==> src/verilog/lvo_pkg.sv <==
// Purpose: shared constants for the undervolt control and option word block
// Assumes: option word delivered by the programmer on a static 32-bit port
// Notes: bus offsets are byte addresses on a 32-bit classic bus
`default_nettype none
package lvo_pkg;
	// ----------------------------------------------------------------
	// bus
	// ----------------------------------------------------------------
	localparam int ADR_W = 4;
	localparam int DAT_W = 32;
	localparam logic [ADR_W-1:0] OFS_SYS_CTRL_ZERO = 4'h0;
	localparam logic [ADR_W-1:0] OFS_OPTION_VIEW = 4'h4;
	localparam logic [DAT_W-1:0] DATA_ZERO = 32'h0000_0000;

	// ----------------------------------------------------------------
	// system_control_zero fields
	// ----------------------------------------------------------------
	localparam int CTL_W = 8;
	localparam int BIT_UV_ENABLE = 0;
	localparam int BIT_UV_FLAG = 1;
	localparam int BIT_PCLK_PRESCALE = 3;
	localparam int BIT_T0_EXT_CLK = 6;
	localparam int BIT_CMP2_INVERT = 7;
	localparam logic [CTL_W-1:0] CTL_WRITE_MASK = 8'hC9;
	localparam logic [CTL_W-1:0] CTL_RESET = 8'h00;

	// ----------------------------------------------------------------
	// option word layout
	// ----------------------------------------------------------------
	localparam int OPT_W = 32;
	localparam int OPT_WAKE_LO = 0;
	localparam int OPT_WAKE_W = 8;
	localparam int OPT_PB2_CUR_OFF = 8;
	localparam int OPT_PB1_PCLK = 9;
	localparam int OPT_PG_ACT_LOW = 10;
	localparam int OPT_PG_ASYNC = 11;
	localparam int OPT_CMP0_EN = 12;
	localparam int OPT_CMP1_EN = 13;
	localparam int OPT_CMP1_DEB = 14;
	localparam int OPT_CMP2_MODE_LO = 15;
	localparam int OPT_CMP2_DEB = 17;
	localparam int OPT_CMP3_DEB = 18;
	localparam int OPT_V18_ADC = 19;
	localparam int OPT_V0C_UV = 20;
	localparam int OPT_WD_EN = 21;
	localparam int OPT_WD_PERIOD_LO = 22;
	localparam int OPT_WD_FSYS4 = 24;
	localparam int OPT_WD_TWO_CLR = 25;
	localparam int OPT_UV_EN = 26;
	localparam logic [OPT_W-1:0] OPT_USED_MASK = 32'h07FF_FFFF;

	// ----------------------------------------------------------------
	// watchdog
	// ----------------------------------------------------------------
	localparam int WD_EXP_MAX = 16;
	localparam int WD_CNT_W = WD_EXP_MAX + 1;
	localparam int WD_FSYS_DIV = 4;
	localparam int WD_DIV_W = 2;
	localparam logic [WD_DIV_W-1:0] WD_DIV_LAST = 2'(WD_FSYS_DIV - 1);
endpackage
`default_nettype wire

==> src/verilog/lvo_wd_if.sv <==
// Purpose: settings and events between the control top and the watchdog
// Assumes: one clock domain
// Notes: none
`default_nettype none
interface lvo_wd_if;
	logic enable;
	logic [1:0] period_sel;
	logic fsys_div4;
	logic two_clear;
	logic slow_tick;
	logic clear_a;
	logic clear_b;
	logic timeout;
	modport ctrl (output enable, output period_sel, output fsys_div4, output two_clear,
		output slow_tick, output clear_a, output clear_b, input timeout);
	modport wd (input enable, input period_sel, input fsys_div4, input two_clear,
		input slow_tick, input clear_a, input clear_b, output timeout);
endinterface
`default_nettype wire

==> src/verilog/lvo_watchdog.sv <==
// Purpose: watchdog counter with option-selected period, clock and clearing
// Assumes: slow_tick is a one-cycle pulse per low-speed oscillator period
// Notes: timeout is a one-cycle pulse; the count restarts after it
`default_nettype none
module lvo_watchdog
	import lvo_pkg::*;
(
	input wire logic clk,
	input wire logic rst,
	lvo_wd_if.wd wdp
);
	logic [WD_DIV_W-1:0] div_reg;
	logic [WD_CNT_W-1:0] cnt_reg;
	logic arm_a_reg;
	logic arm_b_reg;
	logic timeout_reg;
	logic tick;
	logic do_clear;
	logic at_limit;

	function automatic logic [WD_CNT_W-1:0] wd_limit(input logic [1:0] sel);
		wd_limit = WD_CNT_W'(1) << (WD_EXP_MAX - int'(sel));
	endfunction

	assign tick = wdp.fsys_div4 ? (div_reg == WD_DIV_LAST) : wdp.slow_tick;

	assign do_clear = wdp.two_clear ?
		((arm_a_reg | wdp.clear_a) & (arm_b_reg | wdp.clear_b)) :
		(wdp.clear_a | wdp.clear_b);

	assign at_limit = tick && (cnt_reg == wd_limit(wdp.period_sel) - WD_CNT_W'(1));

	always_ff @(posedge clk)
	begin
		if (rst)
			div_reg <= '0;
		else
			div_reg <= div_reg + WD_DIV_W'(1);
	end

	always_ff @(posedge clk)
	begin
		if (rst || do_clear || !wdp.two_clear)
		begin
			arm_a_reg <= 1'b0;
			arm_b_reg <= 1'b0;
		end
		else
		begin
			arm_a_reg <= arm_a_reg | wdp.clear_a;
			arm_b_reg <= arm_b_reg | wdp.clear_b;
		end
	end

	always_ff @(posedge clk)
	begin
		if (rst || !wdp.enable || do_clear || at_limit)
			cnt_reg <= '0;
		else if (tick)
			cnt_reg <= cnt_reg + WD_CNT_W'(1);
	end

	always_ff @(posedge clk)
	begin
		if (rst)
			timeout_reg <= 1'b0;
		else
			timeout_reg <= wdp.enable && !do_clear && at_limit;
	end

	assign wdp.timeout = timeout_reg;
endmodule
`default_nettype wire

==> src/verilog/lvo_ctrl_top.sv <==
// Purpose: option word holder and undervolt detector control register
// Assumes: all inputs synchronous to REF_CLK; SRST doubles as power-on reset
// Notes: option word is captured while SRST is high and then frozen
//
// How it works
// - undervolt unit needs its option enabled
// - bit 0 switches detector off/on, read/write
// - bit 1 shows low supply, read only
// - power-down forces detector off
// - bits 5, 4, 2 read zero
// - software cannot change options
// - option picks vector 0C source
// - option picks vector 18 source
// - watchdog option enables or disables it
// - watchdog period 2^16 down to 2^13
// - watchdog clock: slow osc or fsys/4
// - watchdog cleared by one or two instructions
// - pulse generator polarity from option
// - pulse generator start synchronised or not
// - per-pin port A wake-up enable
// - comparator 2 off or three input pairings
// - comparator enables and debounce options
// - undervolt raises an interrupt request
`default_nettype none
module lvo_ctrl_top
	import lvo_pkg::*;
(
	input wire logic REF_CLK,
	input wire logic SRST,
	input wire logic WB_CYC_I,
	input wire logic WB_STB_I,
	input wire logic WB_WE_I,
	input wire logic [lvo_pkg::ADR_W-1:0] WB_ADR_I,
	input wire logic [3:0] WB_SEL_I,
	input wire logic [lvo_pkg::DAT_W-1:0] WB_DAT_I,
	output logic [lvo_pkg::DAT_W-1:0] WB_DAT_O,
	output logic WB_ACK_O,
	input wire logic [lvo_pkg::OPT_W-1:0] OPTION_WORD,
	input wire logic POWER_DOWN,
	input wire logic SUPPLY_LOW,
	input wire logic EXT_INT_REQ,
	input wire logic TIMER_TWO_INT_REQ,
	input wire logic ADC_INT_REQ,
	output logic VEC_0C_REQ,
	output logic VEC_18_REQ,
	output logic UNDERVOLT_INT_REQ,
	input wire logic LOW_SPEED_OSC_TICK,
	input wire logic WATCHDOG_CLEAR_A,
	input wire logic WATCHDOG_CLEAR_B,
	output logic WATCHDOG_TIMEOUT,
	input wire logic PULSE_GEN_RAW,
	input wire logic PULSE_GEN_START_IN,
	output logic PULSE_GEN_OUT,
	output logic PULSE_GEN_START,
	input wire logic [7:0] PORT_A_ACTIVITY,
	output logic [7:0] PORT_A_WAKE_EN,
	output logic WAKE_REQ,
	output logic PB2_IS_CURRENT_OFF_INPUT,
	output logic PB1_IS_PERIPH_CLK_OUT,
	output logic CMP_ZERO_ENABLE,
	output logic CMP_ONE_ENABLE,
	output logic [1:0] CMP_TWO_MODE,
	output logic [2:0] CMP_DEBOUNCE_EN,
	output logic CMP_TWO_INVERT,
	output logic TIMER_ZERO_EXT_CLK_SEL,
	output logic PERIPH_CLK_PRESCALE,
	output logic UNDERVOLT_ACTIVE
);
	// ----------------------------------------------------------------
	// declarations
	// ----------------------------------------------------------------
	logic [OPT_W-1:0] opt_reg;
	logic [CTL_W-1:0] ctl_reg;
	logic [CTL_W-1:0] ctl_next;
	logic uv_flag_reg;
	logic uv_flag_next;
	logic uv_int_reg;
	logic ack_reg;
	logic [DAT_W-1:0] rdata_reg;
	logic [DAT_W-1:0] rdata_next;
	logic vec0c_reg;
	logic vec18_reg;
	logic pg_out_reg;
	logic pg_start_reg;
	logic wake_reg;
	logic req;
	logic wr_take;
	logic uv_active;
	logic [CTL_W-1:0] ctl_view;

	lvo_wd_if wd_bus ();

	function automatic logic opt_bit(input logic [OPT_W-1:0] w, input int pos);
		opt_bit = w[pos];
	endfunction

	// ----------------------------------------------------------------
	// option word
	// ----------------------------------------------------------------
	// capture during reset
	// held from then on; nothing on the bus can reach it
	always_ff @(posedge REF_CLK)
	begin
		if (SRST)
			opt_reg <= OPTION_WORD & OPT_USED_MASK;
	end

	assign PORT_A_WAKE_EN = opt_reg[OPT_WAKE_LO +: OPT_WAKE_W];
	assign PB2_IS_CURRENT_OFF_INPUT = opt_bit(opt_reg, OPT_PB2_CUR_OFF);
	assign PB1_IS_PERIPH_CLK_OUT = opt_bit(opt_reg, OPT_PB1_PCLK);
	assign CMP_ZERO_ENABLE = opt_bit(opt_reg, OPT_CMP0_EN);
	assign CMP_ONE_ENABLE = opt_bit(opt_reg, OPT_CMP1_EN);
	assign CMP_TWO_MODE = opt_reg[OPT_CMP2_MODE_LO +: 2];
	assign CMP_DEBOUNCE_EN = {opt_bit(opt_reg, OPT_CMP3_DEB), opt_bit(opt_reg, OPT_CMP2_DEB),
		opt_bit(opt_reg, OPT_CMP1_DEB)};

	// ----------------------------------------------------------------
	// bus slave
	// ----------------------------------------------------------------
	assign req = WB_CYC_I & WB_STB_I;
	// write lands on the edge where ack is seen by the master
	assign wr_take = req & WB_WE_I & ack_reg & WB_SEL_I[0];

	always_ff @(posedge REF_CLK)
	begin
		if (SRST)
			ack_reg <= 1'b0;
		else
			ack_reg <= req & ~ack_reg;
	end

	// ----------------------------------------------------------------
	// control register
	// ----------------------------------------------------------------
	// enable bit writable
	always_comb
	begin
		ctl_next = ctl_reg;
		if (wr_take && WB_ADR_I == OFS_SYS_CTRL_ZERO)
			ctl_next = WB_DAT_I[CTL_W-1:0] & CTL_WRITE_MASK;
	end

	always_ff @(posedge REF_CLK)
	begin
		if (SRST)
			ctl_reg <= CTL_RESET;
		else
			ctl_reg <= ctl_next;
	end

	assign CMP_TWO_INVERT = ctl_reg[BIT_CMP2_INVERT];
	assign TIMER_ZERO_EXT_CLK_SEL = ctl_reg[BIT_T0_EXT_CLK];
	assign PERIPH_CLK_PRESCALE = ctl_reg[BIT_PCLK_PRESCALE];

	// ----------------------------------------------------------------
	// undervolt detector
	// ----------------------------------------------------------------
	// option gates the unit
	assign uv_active = opt_bit(opt_reg, OPT_UV_EN) & ctl_reg[BIT_UV_ENABLE] & ~POWER_DOWN;
	assign UNDERVOLT_ACTIVE = uv_active;

	// flag follows supply
	// the flag is a live status, not sticky: it drops when supply recovers
	assign uv_flag_next = uv_active & SUPPLY_LOW;

	always_ff @(posedge REF_CLK)
	begin
		if (SRST)
			uv_flag_reg <= 1'b0;
		else
			uv_flag_reg <= uv_flag_next;
	end

	always_ff @(posedge REF_CLK)
	begin
		if (SRST)
			uv_int_reg <= 1'b0;
		else
			uv_int_reg <= uv_flag_next & ~uv_flag_reg;
	end

	assign UNDERVOLT_INT_REQ = uv_int_reg;

	// ----------------------------------------------------------------
	// read path
	// ----------------------------------------------------------------
	// unimplemented bits read zero
	always_comb
	begin
		ctl_view = ctl_reg & CTL_WRITE_MASK;
		ctl_view[BIT_UV_FLAG] = uv_flag_reg;
	end

	always_comb
	begin
		rdata_next = DATA_ZERO;
		if (WB_ADR_I == OFS_SYS_CTRL_ZERO)
			rdata_next = {{(DAT_W-CTL_W){1'b0}}, ctl_view};
		else if (WB_ADR_I == OFS_OPTION_VIEW)
			rdata_next = opt_reg;
	end

	always_ff @(posedge REF_CLK)
	begin
		if (SRST)
			rdata_reg <= DATA_ZERO;
		else if (req & ~ack_reg & ~WB_WE_I)
			rdata_reg <= rdata_next;
	end

	assign WB_DAT_O = rdata_reg;
	assign WB_ACK_O = ack_reg;

	// ----------------------------------------------------------------
	// interrupt vector routing
	// ----------------------------------------------------------------
	// vector 0C source
	always_ff @(posedge REF_CLK)
	begin
		if (SRST)
			vec0c_reg <= 1'b0;
		else
			vec0c_reg <= opt_bit(opt_reg, OPT_V0C_UV) ? (uv_flag_next & ~uv_flag_reg) : EXT_INT_REQ;
	end

	always_ff @(posedge REF_CLK)
	begin
		if (SRST)
			vec18_reg <= 1'b0;
		else
			vec18_reg <= opt_bit(opt_reg, OPT_V18_ADC) ? ADC_INT_REQ : TIMER_TWO_INT_REQ;
	end

	assign VEC_0C_REQ = vec0c_reg;
	assign VEC_18_REQ = vec18_reg;

	// ----------------------------------------------------------------
	// pulse generator
	// ----------------------------------------------------------------
	// output polarity
	always_ff @(posedge REF_CLK)
	begin
		if (SRST)
			pg_out_reg <= 1'b0;
		else
			pg_out_reg <= PULSE_GEN_RAW ^ opt_bit(opt_reg, OPT_PG_ACT_LOW);
	end

	assign PULSE_GEN_OUT = pg_out_reg;

	// start sync or not
	// the async path is a combinational pass-through, one cycle earlier
	always_ff @(posedge REF_CLK)
	begin
		if (SRST)
			pg_start_reg <= 1'b0;
		else
			pg_start_reg <= PULSE_GEN_START_IN;
	end

	assign PULSE_GEN_START = opt_bit(opt_reg, OPT_PG_ASYNC) ? PULSE_GEN_START_IN : pg_start_reg;

	// ----------------------------------------------------------------
	// wake-up
	// ----------------------------------------------------------------
	// only enabled pins wake
	always_ff @(posedge REF_CLK)
	begin
		if (SRST)
			wake_reg <= 1'b0;
		else
			wake_reg <= POWER_DOWN & |(PORT_A_ACTIVITY & PORT_A_WAKE_EN);
	end

	assign WAKE_REQ = wake_reg;

	// ----------------------------------------------------------------
	// watchdog
	// ----------------------------------------------------------------
	// enable from option
	assign wd_bus.enable = opt_bit(opt_reg, OPT_WD_EN);
	assign wd_bus.period_sel = opt_reg[OPT_WD_PERIOD_LO +: 2];
	assign wd_bus.fsys_div4 = opt_bit(opt_reg, OPT_WD_FSYS4);
	assign wd_bus.two_clear = opt_bit(opt_reg, OPT_WD_TWO_CLR);
	assign wd_bus.slow_tick = LOW_SPEED_OSC_TICK;
	assign wd_bus.clear_a = WATCHDOG_CLEAR_A;
	assign wd_bus.clear_b = WATCHDOG_CLEAR_B;

	lvo_watchdog u_watchdog (
		.clk(REF_CLK),
		.rst(SRST),
		.wdp(wd_bus.wd)
	);

	assign WATCHDOG_TIMEOUT = wd_bus.timeout;
endmodule
`default_nettype wire

==> config.mk <==
export PLATFORM = sky130hd
export DESIGN_NAME = lvo_ctrl_top
export DESIGN_NICKNAME = d
export VERILOG_FILES = /design/src/verilog/lvo_pkg.sv /design/src/verilog/lvo_wd_if.sv /design/src/verilog/lvo_watchdog.sv /design/src/verilog/lvo_ctrl_top.sv
export SDC_FILE = /design/constraint.sdc
export NUM_CORES = 1
export LEC_CHECK = 0
export ABC_AREA = 1
export BUFFER_PORTS_ARGS = -buffer_cell sky130_fd_sc_hd__buf_2
export CORE_MARGIN = 3
export CORE_UTILIZATION = 53
export CTS_BUF_LIST = sky130_fd_sc_hd__clkbuf_2
export DETAILED_ROUTE_END_ITERATION = 12
export PLACE_DENSITY = 0.95
export RECOVER_POWER = 50
export SKIP_CTS_REPAIR_TIMING = 1
export SYNTH_ARGS = -nofsm -noshare
export SYNTH_HDL_FRONTEND = slang
export SYNTH_SLANG_ARGS = --single-unit
==> constraint.sdc <==
create_clock -name REF_CLK -period 2.15 [get_ports REF_CLK]
set_clock_uncertainty 0.2 [all_clocks]
set_input_delay 0.645 -clock REF_CLK [delete_from_list [all_inputs] [get_ports REF_CLK]]
set_output_delay 0.645 -clock REF_CLK [all_outputs]
set_load 0.05 [all_outputs]
Word-level counts from Yosys, hierarchy flattened. Cells that the tools add are included.

Flip-flop bits (word level): 93. Bits of input ports: 95. Logic and storage cells: 66.

Add/sub/neg operators: 4. Equal/unequal tests: 3. Shift operators: 1. Muxes and demuxes: 7. Bitwise logic cells: 21. Reductions and logical operators: 14.

Operators with widths (number): $mux 27 (2); $shl 1x32->17 const A (1); $add 17x1->17 const B (1); $eq 17x17->1 (1); $sub 17x1->17 const B (1); $and 1x1->1 (12); $and 8x8->8 (1); $reduce_or 8->1 (1); $sub 5x2->6 const A (1); $logic_or 1x1->1 (5); $mux 1 (5); $eq 4x3->1 const B (1); $logic_and 1x1->1 (4); $logic_not 4->1 (1); $not 1->1 (4); $logic_not 1->1 (3); $or 1x1->1 (3); $add 2x1->2 const B (1); $eq 2x2->1 const B (1); $xor 1x1->1 (1).

Logic depth before layout (Yosys ltp). Gate-level depths: netlist of run 1.

Depth in word-level cells: 6. Mapped depth: 11. Gate-level depth less buffers: 11.

Cells and area by module. From an unflattened synthesis of run 1, not the netlist that was laid out.

Cell total of the unflattened synthesis: 490. Area total of the unflattened synthesis: 4005.1 µm².

By module, submodules not included: lvo_ctrl_top (instances 1, cells each 310, area each 2752.6 µm², sequential area each 1591.5 µm²); lvo_watchdog (instances 1, cells each 180, area each 1252.5 µm², sequential area each 440.4 µm²).

Least setup slack after synthesis of run 1. OpenSTA, ideal clock, no wires.

Path kind: input port to output port. Start point: in PULSE_GEN_START_IN. End point: out PULSE_GEN_START. Arrival time: 1.460 ns. Required time: 1.305 ns. Slack: -0.155 ns. Stages: 2. Path buffers: 0. Cell sequence: inv_1 -> a21oi_1.

Longest elaborated chain between the ends: 1.

RTL lines: from (decl) (RTL line lvo_ctrl_top.sv:52) `input wire logic PULSE_GEN_START_IN,`; $mux 1 (RTL line lvo_ctrl_top.sv:261) `assign PULSE_GEN_START = opt_bit(opt_reg, OPT_PG_ASYNC) ? PULSE_GEN_START_IN : pg_start_reg;`; to (decl) (RTL line lvo_ctrl_top.sv:54) `output logic PULSE_GEN_START,`.

Every way passes these cells.

Worst setup path after layout of run 1.
Start point: reg ctl_reg[0]. End point: out UNDERVOLT_ACTIVE.

Longest elaborated chain between the ends: 2.

RTL lines: from (decl) (RTL line lvo_ctrl_top.sv:73) `logic [CTL_W-1:0] ctl_reg;`; from (signal assigned) (RTL line lvo_ctrl_top.sv:148) `ctl_reg <= ctl_next;`; $and 1x1->1 (2 in a row) (RTL line lvo_ctrl_top.sv:159) `assign uv_active = opt_bit(opt_reg, OPT_UV_EN) & ctl_reg[BIT_UV_ENABLE] & ~POWER_DOWN;`; to (decl) (RTL line lvo_ctrl_top.sv:67) `output logic UNDERVOLT_ACTIVE`.

Every way passes these cells.

==> results.json, run 1 <==
{
  "yosysSeqAreaShare_pct": 55.1,
  "antenna_left": 0,
  "rsz0062_at_grt": "true",
  "required_ns": 1.30,
  "fmax_ghz": 0.429,
  "drive_gt1_share_pct": 29.0,
  "dr.pass1.iters": 7,
  "peakVddDrop_mv": 0.605,
  "vias_per_cell": 6.13,
  "final.period_utilization_pct": 108,
  "drt_iter0_drc": 631,
  "grt_pass1_wl_mm": 14.9,
  "violations": "setup timing",
  "drc": 0,
  "worstSetupEndpointType": "primary output",
  "layout.nets": 644,
  "placementRows": 29,
  "start_util_pct": 56.5,
  "syn_area_per_cell_sq_um": 8.87,
  "core_region_area_sq_um": 6530,
  "total_leakage_power_nw": 2.04,
  "tightestPinTransition_ns": 1.39,
  "path_class": "reg2out",
  "maxCapViolCount": 0,
  "status": "finished with violations",
  "ys.flop_type": "dfxtp_1",
  "p_per_area_nw_per_um2": 714,
  "ys_ff_latch": 88,
  "die_h_um": 89.4,
  "synth_edf_count": 27,
  "netlist_area_sq_um": 3690,
  "root_buffer": "clkbuf_2",
  "ioPinCount": 156,
  "ys_warn_count": 0,
  "clk_pin_slew_ns": 0.29,
  "gr-total-overflow": 0,
  "grt_max_degree": 61,
  "insertion_delay_ns": 0.59,
  "setup_tns_ns": -0.483,
  "grt_usage_pct": 24.5,
  "htree_num_levels": 3,
  "min_period_ns": 2.33,
  "mostFrequentLayoutCells": "nand2_1 (85), buf_2 (84), nor2_1 (77), dfxtp_1 (60), inv_1 (40)",
  "relSlewSlack_pct": 7.12,
  "cts_buffers": 9,
  "design_area_sq_um": 4640,
  "drt-wirelength-per-cell_um": 21.6,
  "setup_violations": 13,
  "final_hold_viol_count": 0,
  "grt_pass1_vias": 3122,
  "grt_antenna_before_repair": 0,
  "ys_types": 32,
  "die-area_sq_um": 8000,
  "start_kind": "flip-flop",
  "drt_wl_total_mm": 13.6,
  "cts_max_path_buffers": 2,
  "hold_class": "in2reg",
  "crit_arrival_ns": 1.48,
  "die_w_um": 89.4,
  "place_hpwl_mm": 6.56,
  "portBuffers": 114,
  "drv_slew": 0,
  "layout_commonest_cell": "nand2_1",
  "netlist_instances": 416,
  "clock-sinks": 88,
  "cts_tree": "done",
  "crit_fanout": 3,
  "async_flop_share_pct": 0,
  "fin_ws_ns": -0.180,
  "vias": 3850,
  "gp_congestion": 0.957,
  "antennaDiodeCount": 0,
  "area_growth_pct": 25.8,
  "dpl_cell_area_sq_um": 4210
}
[power breakdown]
part | switching [mW] | internal, mW | total [mW]
sequential | 0.0531 | 1.78 | 1.83
combinational | 0.296 | 0.150 | 0.447
clock | 0.640 | 0.397 | 1.04
total | 0.989 | 2.33 | 3.32
[stage by stage]
stage                     setup WS [ns]  hold slack (ns)  std cells  total power, mW  util [%]
after global placement            0.112            0.199        588             2.19      64.4
after detailed placement          0.117            0.234        588             2.20      64.4
final                            -0.180           0.0474        628             3.32      71.1
after floorplan                 0.00646            0.190        420             2.11         -
after global routing             -0.220           0.0132        628             3.38      71.1
after CTS                        -0.162          0.00802        604             3.16      66.6
[layer usage]
metal | global-route usage, % | part of all wire (%)
met5 | 0 | 0
met4 | 11.9 | 7.5
met2 | 42.0 | 47
met1 | 28.1 | 31
met3 | 6.73 | 14
[worst paths after layout]
path	slack [ns]	from	cells after the start	endpoint
max	-0.18	ctl_reg[0]	3	UNDERVOLT_ACTIVE
min	0.05	OPTION_WORD[19]	1	opt_reg[19]
max reg2reg	0.26	WB_ACK_O	6	WB_DAT_O[3]
min reg2reg	0.28	u_watchdog.div_reg[0]	1	u_watchdog.div_reg[0]
[synth_stat cells (2+ instances only)]
cell / count / area share, %
a21oi_1: 7 / 0.95
nor2_1: 78 / 7.9
or2_1: 2 / 0.34
buf_4: 18 / 3.7
o21ai_0: 8 / 1.1
nor2_2: 4 / 0.68
inv_1: 40 / 4.1
nand4_1: 2 / 0.34
a22o_1: 2 / 0.47
nand3_2: 2 / 0.54
nand3_1: 15 / 2.0
ha_1: 3 / 1.0
xnor2_1: 3 / 0.71
xor2_1: 5 / 1.2
buf_6: 7 / 2.1
edfxtp_1: 27 / 22
dfxtp_1: 61 / 33
a31oi_1: 5 / 0.85
nor2_4: 3 / 0.92
nor3_1: 3 / 0.41
clkbuf_1: 5 / 0.51
nand2_1: 85 / 8.7
nand2_4: 2 / 0.61
a22oi_1: 21 / 4.3
[cell families (layout without fill, tap and decap cells)]
logic type / after synthesis / after routing / synth area share, %
AND/OR/NAND/NOR: 200 / 200 / 23.2
XOR/XNOR: 8 / 8 / 1.90
flip-flops: 88 / 88 / 55.1
other: 1 / 5 / 0.102
adder cells (fa/ha/maj): 3 / 3 / 1.02
AO/OA/AOI/OAI: 46 / 46 / 8.31
buffers and inverters: 70 / 201 / 10.4
[worst max-delay path, stage by stage (launching register included)]
cell	delay (ns)
dfxtp_2	0.44
nand2_1	0.14
nor2_2	0.15
buf_6	0.18
[cell type report]
cell class | count | area (sq um)
fill | 375 | 1890
tap | 77 | 96.3
clock inverter | 6 | 91.3
timing repair buffer | 145 | 931
multi-input combinational | 262 | 1290
inverter | 40 | 150
sequential | 88 | 2030
clock buffer | 10 | 50.0
Note: power is estimated with default switching activity, not from simulation.
==> inputs of run 2 (changes only) <==
- BUFFER_PORTS_ARGS: -buffer_cell sky130_fd_sc_hd__buf_2 -> default
- CORE_UTILIZATION: 53 -> 60
- DONT_BUFFER_PORTS: default -> 1
- PLACE_DENSITY: 0.95 -> 0.84
==> run 2 against run 1 <==
Against the previous run: the flow still finishes with violations (setup timing); largest cell class unchanged; non-clock buffer count down 106; critical path type unchanged; die area fell by 11%; critical path depth stayed put.
==> results.json, run 2 (synthesis gave the netlist of run 1 again) <==
{
  "p_per_area_nw_per_um2": 753,
  "crit_fanout": 3,
  "relSlewSlack_pct": 12.5,
  "vias": 2797,
  "min_period_ns": 2.21,
  "final_hold_viol_count": 0,
  "die_w_um": 84.4,
  "clock-sinks": 88,
  "cts_max_path_buffers": 2,
  "htree_num_levels": 3,
  "root_buffer": "clkbuf_2",
  "layout_commonest_cell": "nand2_1",
  "drc": 0,
  "violations": "setup timing",
  "vias_per_cell": 5.41,
  "peakVddDrop_mv": 0.672,
  "core_region_area_sq_um": 5710,
  "crit_slowest_cell": "edfxtp_1",
  "area_growth_pct": 11.2,
  "place_hpwl_mm": 5.40,
  "die-area_sq_um": 7120,
  "placementRows": 27,
  "ioPinCount": 156,
  "required_ns": 1.30,
  "drt-wirelength-per-cell_um": 15.5,
  "cts_buffers": 9,
  "cts_tree": "done",
  "die_h_um": 84.4,
  "holdWs_ns": 0.0257,
  "portBuffers": 0,
  "grt_antenna_before_repair": 0,
  "gp_congestion": 0.863,
  "grt_pass1_vias": 2608,
  "rsz0062_at_grt": "true",
  "path_cells": "nor2_2, a21oi_2, buf_6",
  "hold_class": "in2reg",
  "critPathMaxStageDelay_ns": 0.49,
  "antenna_left": 0,
  "total_leakage_power_nw": 1.56,
  "grt_pass1_wl_mm": 12.0,
  "maxCapViolCount": 0,
  "final.period_utilization_pct": 103,
  "start_util_pct": 64.6,
  "crit_arrival_ns": 1.37,
  "grt_usage_pct": 21.1,
  "drv_slew": 0,
  "grt_max_degree": 62,
  "gr-total-overflow": 0,
  "drive_gt1_share_pct": 13.9,
  "drt_iter0_drc": 186,
  "mostFrequentLayoutCells": "nand2_1 (85), nor2_1 (76), inv_1 (40), dfxtp_1 (38), dlygate4sd3_1 (30)",
  "fin_ws_ns": -0.0636,
  "worstSetupEndpointType": "primary output",
  "tightestPinTransition_ns": 1.31,
  "insertion_delay_ns": 0.55,
  "dr.pass1.iters": 4,
  "start_kind": "flip-flop",
  "clk_pin_slew_ns": 0.24,
  "antennaDiodeCount": 0,
  "path_class": "reg2out",
  "status": "finished with violations",
  "fmax_ghz": 0.452,
  "drt_wl_total_mm": 8.03,
  "layout.nets": 538,
  "setup_violations": 2,
  "dpl_worst_slack_ns": 0.273,
  "setup_tns_ns": -0.0972
}
[run 2: final timing paths]
kind | startpoint | endpoint | slack, ns | cells past startpoint
min reg2reg | u_watchdog.div_reg[0] | u_watchdog.div_reg[0] | 0.23 | 1
min | POWER_DOWN | uv_flag_reg | 0.03 | 3
max reg2reg | WB_ACK_O | WB_DAT_O[6] | 0.08 | 7
max | opt_reg[11] | PULSE_GEN_START | -0.06 | 3
[run 2: power by group]
| part | internal [mW] | total (mW) | switching (mW) |
|---|---|---|---|
| combinational | 0.0775 | 0.196 | 0.118 |
| sequential | 1.78 | 1.94 | 0.159 |
| clock | 0.386 | 0.957 | 0.571 |
| total | 2.24 | 3.09 | 0.849 |
[run 2: layout make-up]
cell class                 instances  area, sq um
sequential                        88         2060
fill                             437         1610
multi-input combinational        262         1290
timing repair buffer              39          370
inverter                          40          150
clock inverter                     7         93.8
tap                               72         90.1
clock buffer                       9         45.0
[run 2: critical path, delay by kind of cell (launching register included)]
| family | cells | cell delay (ns) |
|---|---|---|
| AO/OA/AOI/OAI | 1 | 0.04 |
| buffers and inverters | 1 | 0.15 |
| flip-flops | 1 | 0.49 |
| AND/OR/NAND/NOR | 1 | 0.14 |
[run 2: metrics by stage]
stage          area, sq um  cells  power [mW]  utilization [%]
4_1_cts               3770    485        3.04             66.0
5_1_grt               4100    517        3.21             71.9
6_report              4100    517        3.09             71.9
3_5_place_dp          3630    469        2.10             63.6
3_3_place_gp          3630    469        2.09             63.6
2_1_floorplan         3710    420        2.11                -
[run 2: metal layers]
layer	vias to the layer above	routed length [um]	share of wire, %	GRT usage, %
met5	-	0	0	0
met4	0	140	1.7	6.62
met3	16	657	8.2	9.62
met2	113	4220	53	36.7
met1	1303	3010	37	23.1
li1	1365	-	-	-
==> inputs of run 3 (changes only) <==
- SYNTH_HIERARCHICAL: default -> 1
==> run 3 against run 2 <==
Against the previous run: the run still ends with setup timing left; design area is 5.1% higher; sequential power is 6% higher; count of clock-buffer cells in the layout stayed put; critical path type unchanged.
==> results.json, run 3 <==
{
  "ioPinCount": 156,
  "synth_top_family_by_area": "simple AND/OR/NAND/NOR gates",
  "mostFrequentLayoutCells": "nand2_1 (89), nor2_1 (76), inv_1 (59), dfxtp_1 (58), nand3_1 (49)",
  "grt_max_degree": 51,
  "yosysSeqAreaShare_pct": 50.7,
  "cts_max_path_buffers": 2,
  "vias": 3117,
  "vias_per_cell": 5.28,
  "htree_num_levels": 3,
  "critPathMaxStageDelay_ns": 0.44,
  "synth_largest_area_cell": "dfxtp_1",
  "area_growth_pct": 7.62,
  "insertion_delay_ns": 0.52,
  "dpl_cell_area_sq_um": 3930,
  "start_util_pct": 62.4,
  "synth_most_common_cell": "nand2_1",
  "synth_fa_ha_area_share_pct": 0.937,
  "synth_edf_count": 27,
  "clk_pin_slew_ns": 0.26,
  "start_kind": "flip-flop",
  "crit_slowest_cell": "edfxtp_1",
  "netlist_area_sq_um": 4010,
  "layout_commonest_cell": "nand2_1",
  "required_ns": 1.30,
  "relSlewSlack_pct": 32.8,
  "gp_congestion": 0.807,
  "drt-wirelength-per-cell_um": 14.7,
  "p_per_area_nw_per_um2": 705,
  "synth.area.top_cells": "dfxtp_1 (30%), edfxtp_1 (20%), nand2_1 (8.4%), nor2_1 (7.1%), nand3_1 (6.0%)",
  "antenna_left": 0,
  "cts_tree": "done",
  "fmax_ghz": 0.460,
  "die-area_sq_um": 7690,
  "grt_use_met2_pct": 37.2,
  "maxCapViolCount": 0,
  "final.period_utilization_pct": 101,
  "path_class": "reg2out",
  "setup_violations": 2,
  "final_hold_viol_count": 0,
  "ys_ff_latch": 88,
  "grt_antenna_before_repair": 0,
  "drv_slew": 0,
  "drc": 0,
  "ys_warn_count": 6,
  "use_met1_pct": 24.5,
  "die_w_um": 87.7,
  "synthTopCellsByCount": "nand2_1 (90), nor2_1 (76), dfxtp_1 (61)",
  "drt_iter0_drc": 265,
  "place_hpwl_mm": 5.67,
  "hold_class": "in2reg",
  "portBuffers": 0,
  "dr.pass1.iters": 4,
  "synthSimpleGateAreaFrac_pct": 28.0,
  "synth_compound_area_share_pct": 5.25,
  "syn_area_per_cell_sq_um": 8.17,
  "core_region_area_sq_um": 6420,
  "peakVddDrop_mv": 0.498,
  "drive_gt1_share_pct": 10.9,
  "crit_fanout": 3,
  "ys.flop_type": "dfxtp_1",
  "async_flop_share_pct": 0,
  "placementRows": 29,
  "path_buf_inv": 2,
  "grt_pass1_wl_mm": 12.8,
  "critPathTopFamily": "flip-flops",
  "synth_top_area_share_pct": 30.5,
  "drt_wl_total_mm": 8.69,
  "placedCellCount": 544,
  "top_usage_layer": "met2",
  "grt_usage_pct": 21.3,
  "ys_types": 31,
  "worstSetupEndpointType": "primary output",
  "die_h_um": 87.7,
  "crit_arrival_ns": 1.33,
  "violations": "setup timing",
  "status": "finished with violations",
  "grt_pass1_vias": 2916,
  "synth_xor_area_share_pct": 2.62,
  "stdcell_count": 590,
  "rsz0062_at_grt": "true",
  "design_area_sq_um": 4310,
  "grt_use_met3_pct": 6.30,
  "gr-total-overflow": 0,
  "min_period_ns": 2.17,
  "power_mw": 3.04,
  "cts_buffers": 9,
  "fin_ws_ns": -0.0240,
  "total_leakage_power_nw": 1.85,
  "path_cells": "inv_2, nand2_2, o21ai_2, buf_6",
  "clock-sinks": 88,
  "layout.nets": 606,
  "tightestPinTransition_ns": 1.01,
  "netlist_instances": 490,
  "antennaDiodeCount": 0,
  "root_buffer": "clkbuf_2",
  "synth_mux_area_share_pct": 0
}
run 3: changes by cell type in the layout (fill, tap and decap cells not counted), moves of 15 or more:
| cell | change |
|---|---|
| dfxtp_2 | -20 |
| inv_1 | +19 |
| a22oi_1 | -21 |
| o21ai_1 | +15 |
| nand3_1 | +33 |
| dfxtp_1 | +20 |
run 3: path summary, 6_finish.rpt:
check             slack (ns)               endpoint                   from  cells after the start
setup reg to reg        0.22           WB_DAT_O[19]               WB_ACK_O                      5
setup / recovery       -0.02        PULSE_GEN_START            opt_reg[11]                      4
hold / removal          0.05          PULSE_GEN_OUT          PULSE_GEN_RAW                      2
hold reg to reg         0.26  u_watchdog/div_reg[0]  u_watchdog/div_reg[0]                      1
run 3: report_power, final:
group / switching [mW] / internal [mW]
sequential: 0.253 / 1.80
combinational: 0.164 / 0.0998
clock: 0.570 / 0.153
total: 0.986 / 2.05
run 3: final cells by class:
cell class,instances,area [sq um]
tap,77,96.3
sequential,88,2040
multi-input combinational,311,1490
clock buffer,9,45.0
timing repair buffer,36,358
inverter,62,235
clock inverter,7,46.3
fill,517,2110
run 3: kinds of logic after synthesis:
family,after synthesis
xor gates and xnor gates,12
buffers and inverters,95
DFF,88
adders and majority gates,3
and+or+nand+nor,250
AOI/OAI and AO/OA,41
other,1
run 3: routing by layer:
| metal | vias to the layer above | wire, um |
|---|---|---|
| met5 | - | 0 |
| met4 | 0 | 135 |
| met3 | 10 | 693 |
| met2 | 120 | 4330 |
| met1 | 1436 | 3530 |
| li1 | 1551 | - |
run 3: through the flow:
step                      setup TNS [ns]  setup WS (ns)  util [%]  hold slack [ns]
final                            -0.0255        -0.0240      67.1           0.0514
after global routing              -0.449         -0.106      67.1           0.0105
after CTS                         -0.142         -0.112      62.7          -0.0636
after detailed placement               0          0.225      61.2            0.216
after global placement                 0          0.249      61.2            0.199
after floorplan                        0          0.182         -            0.190
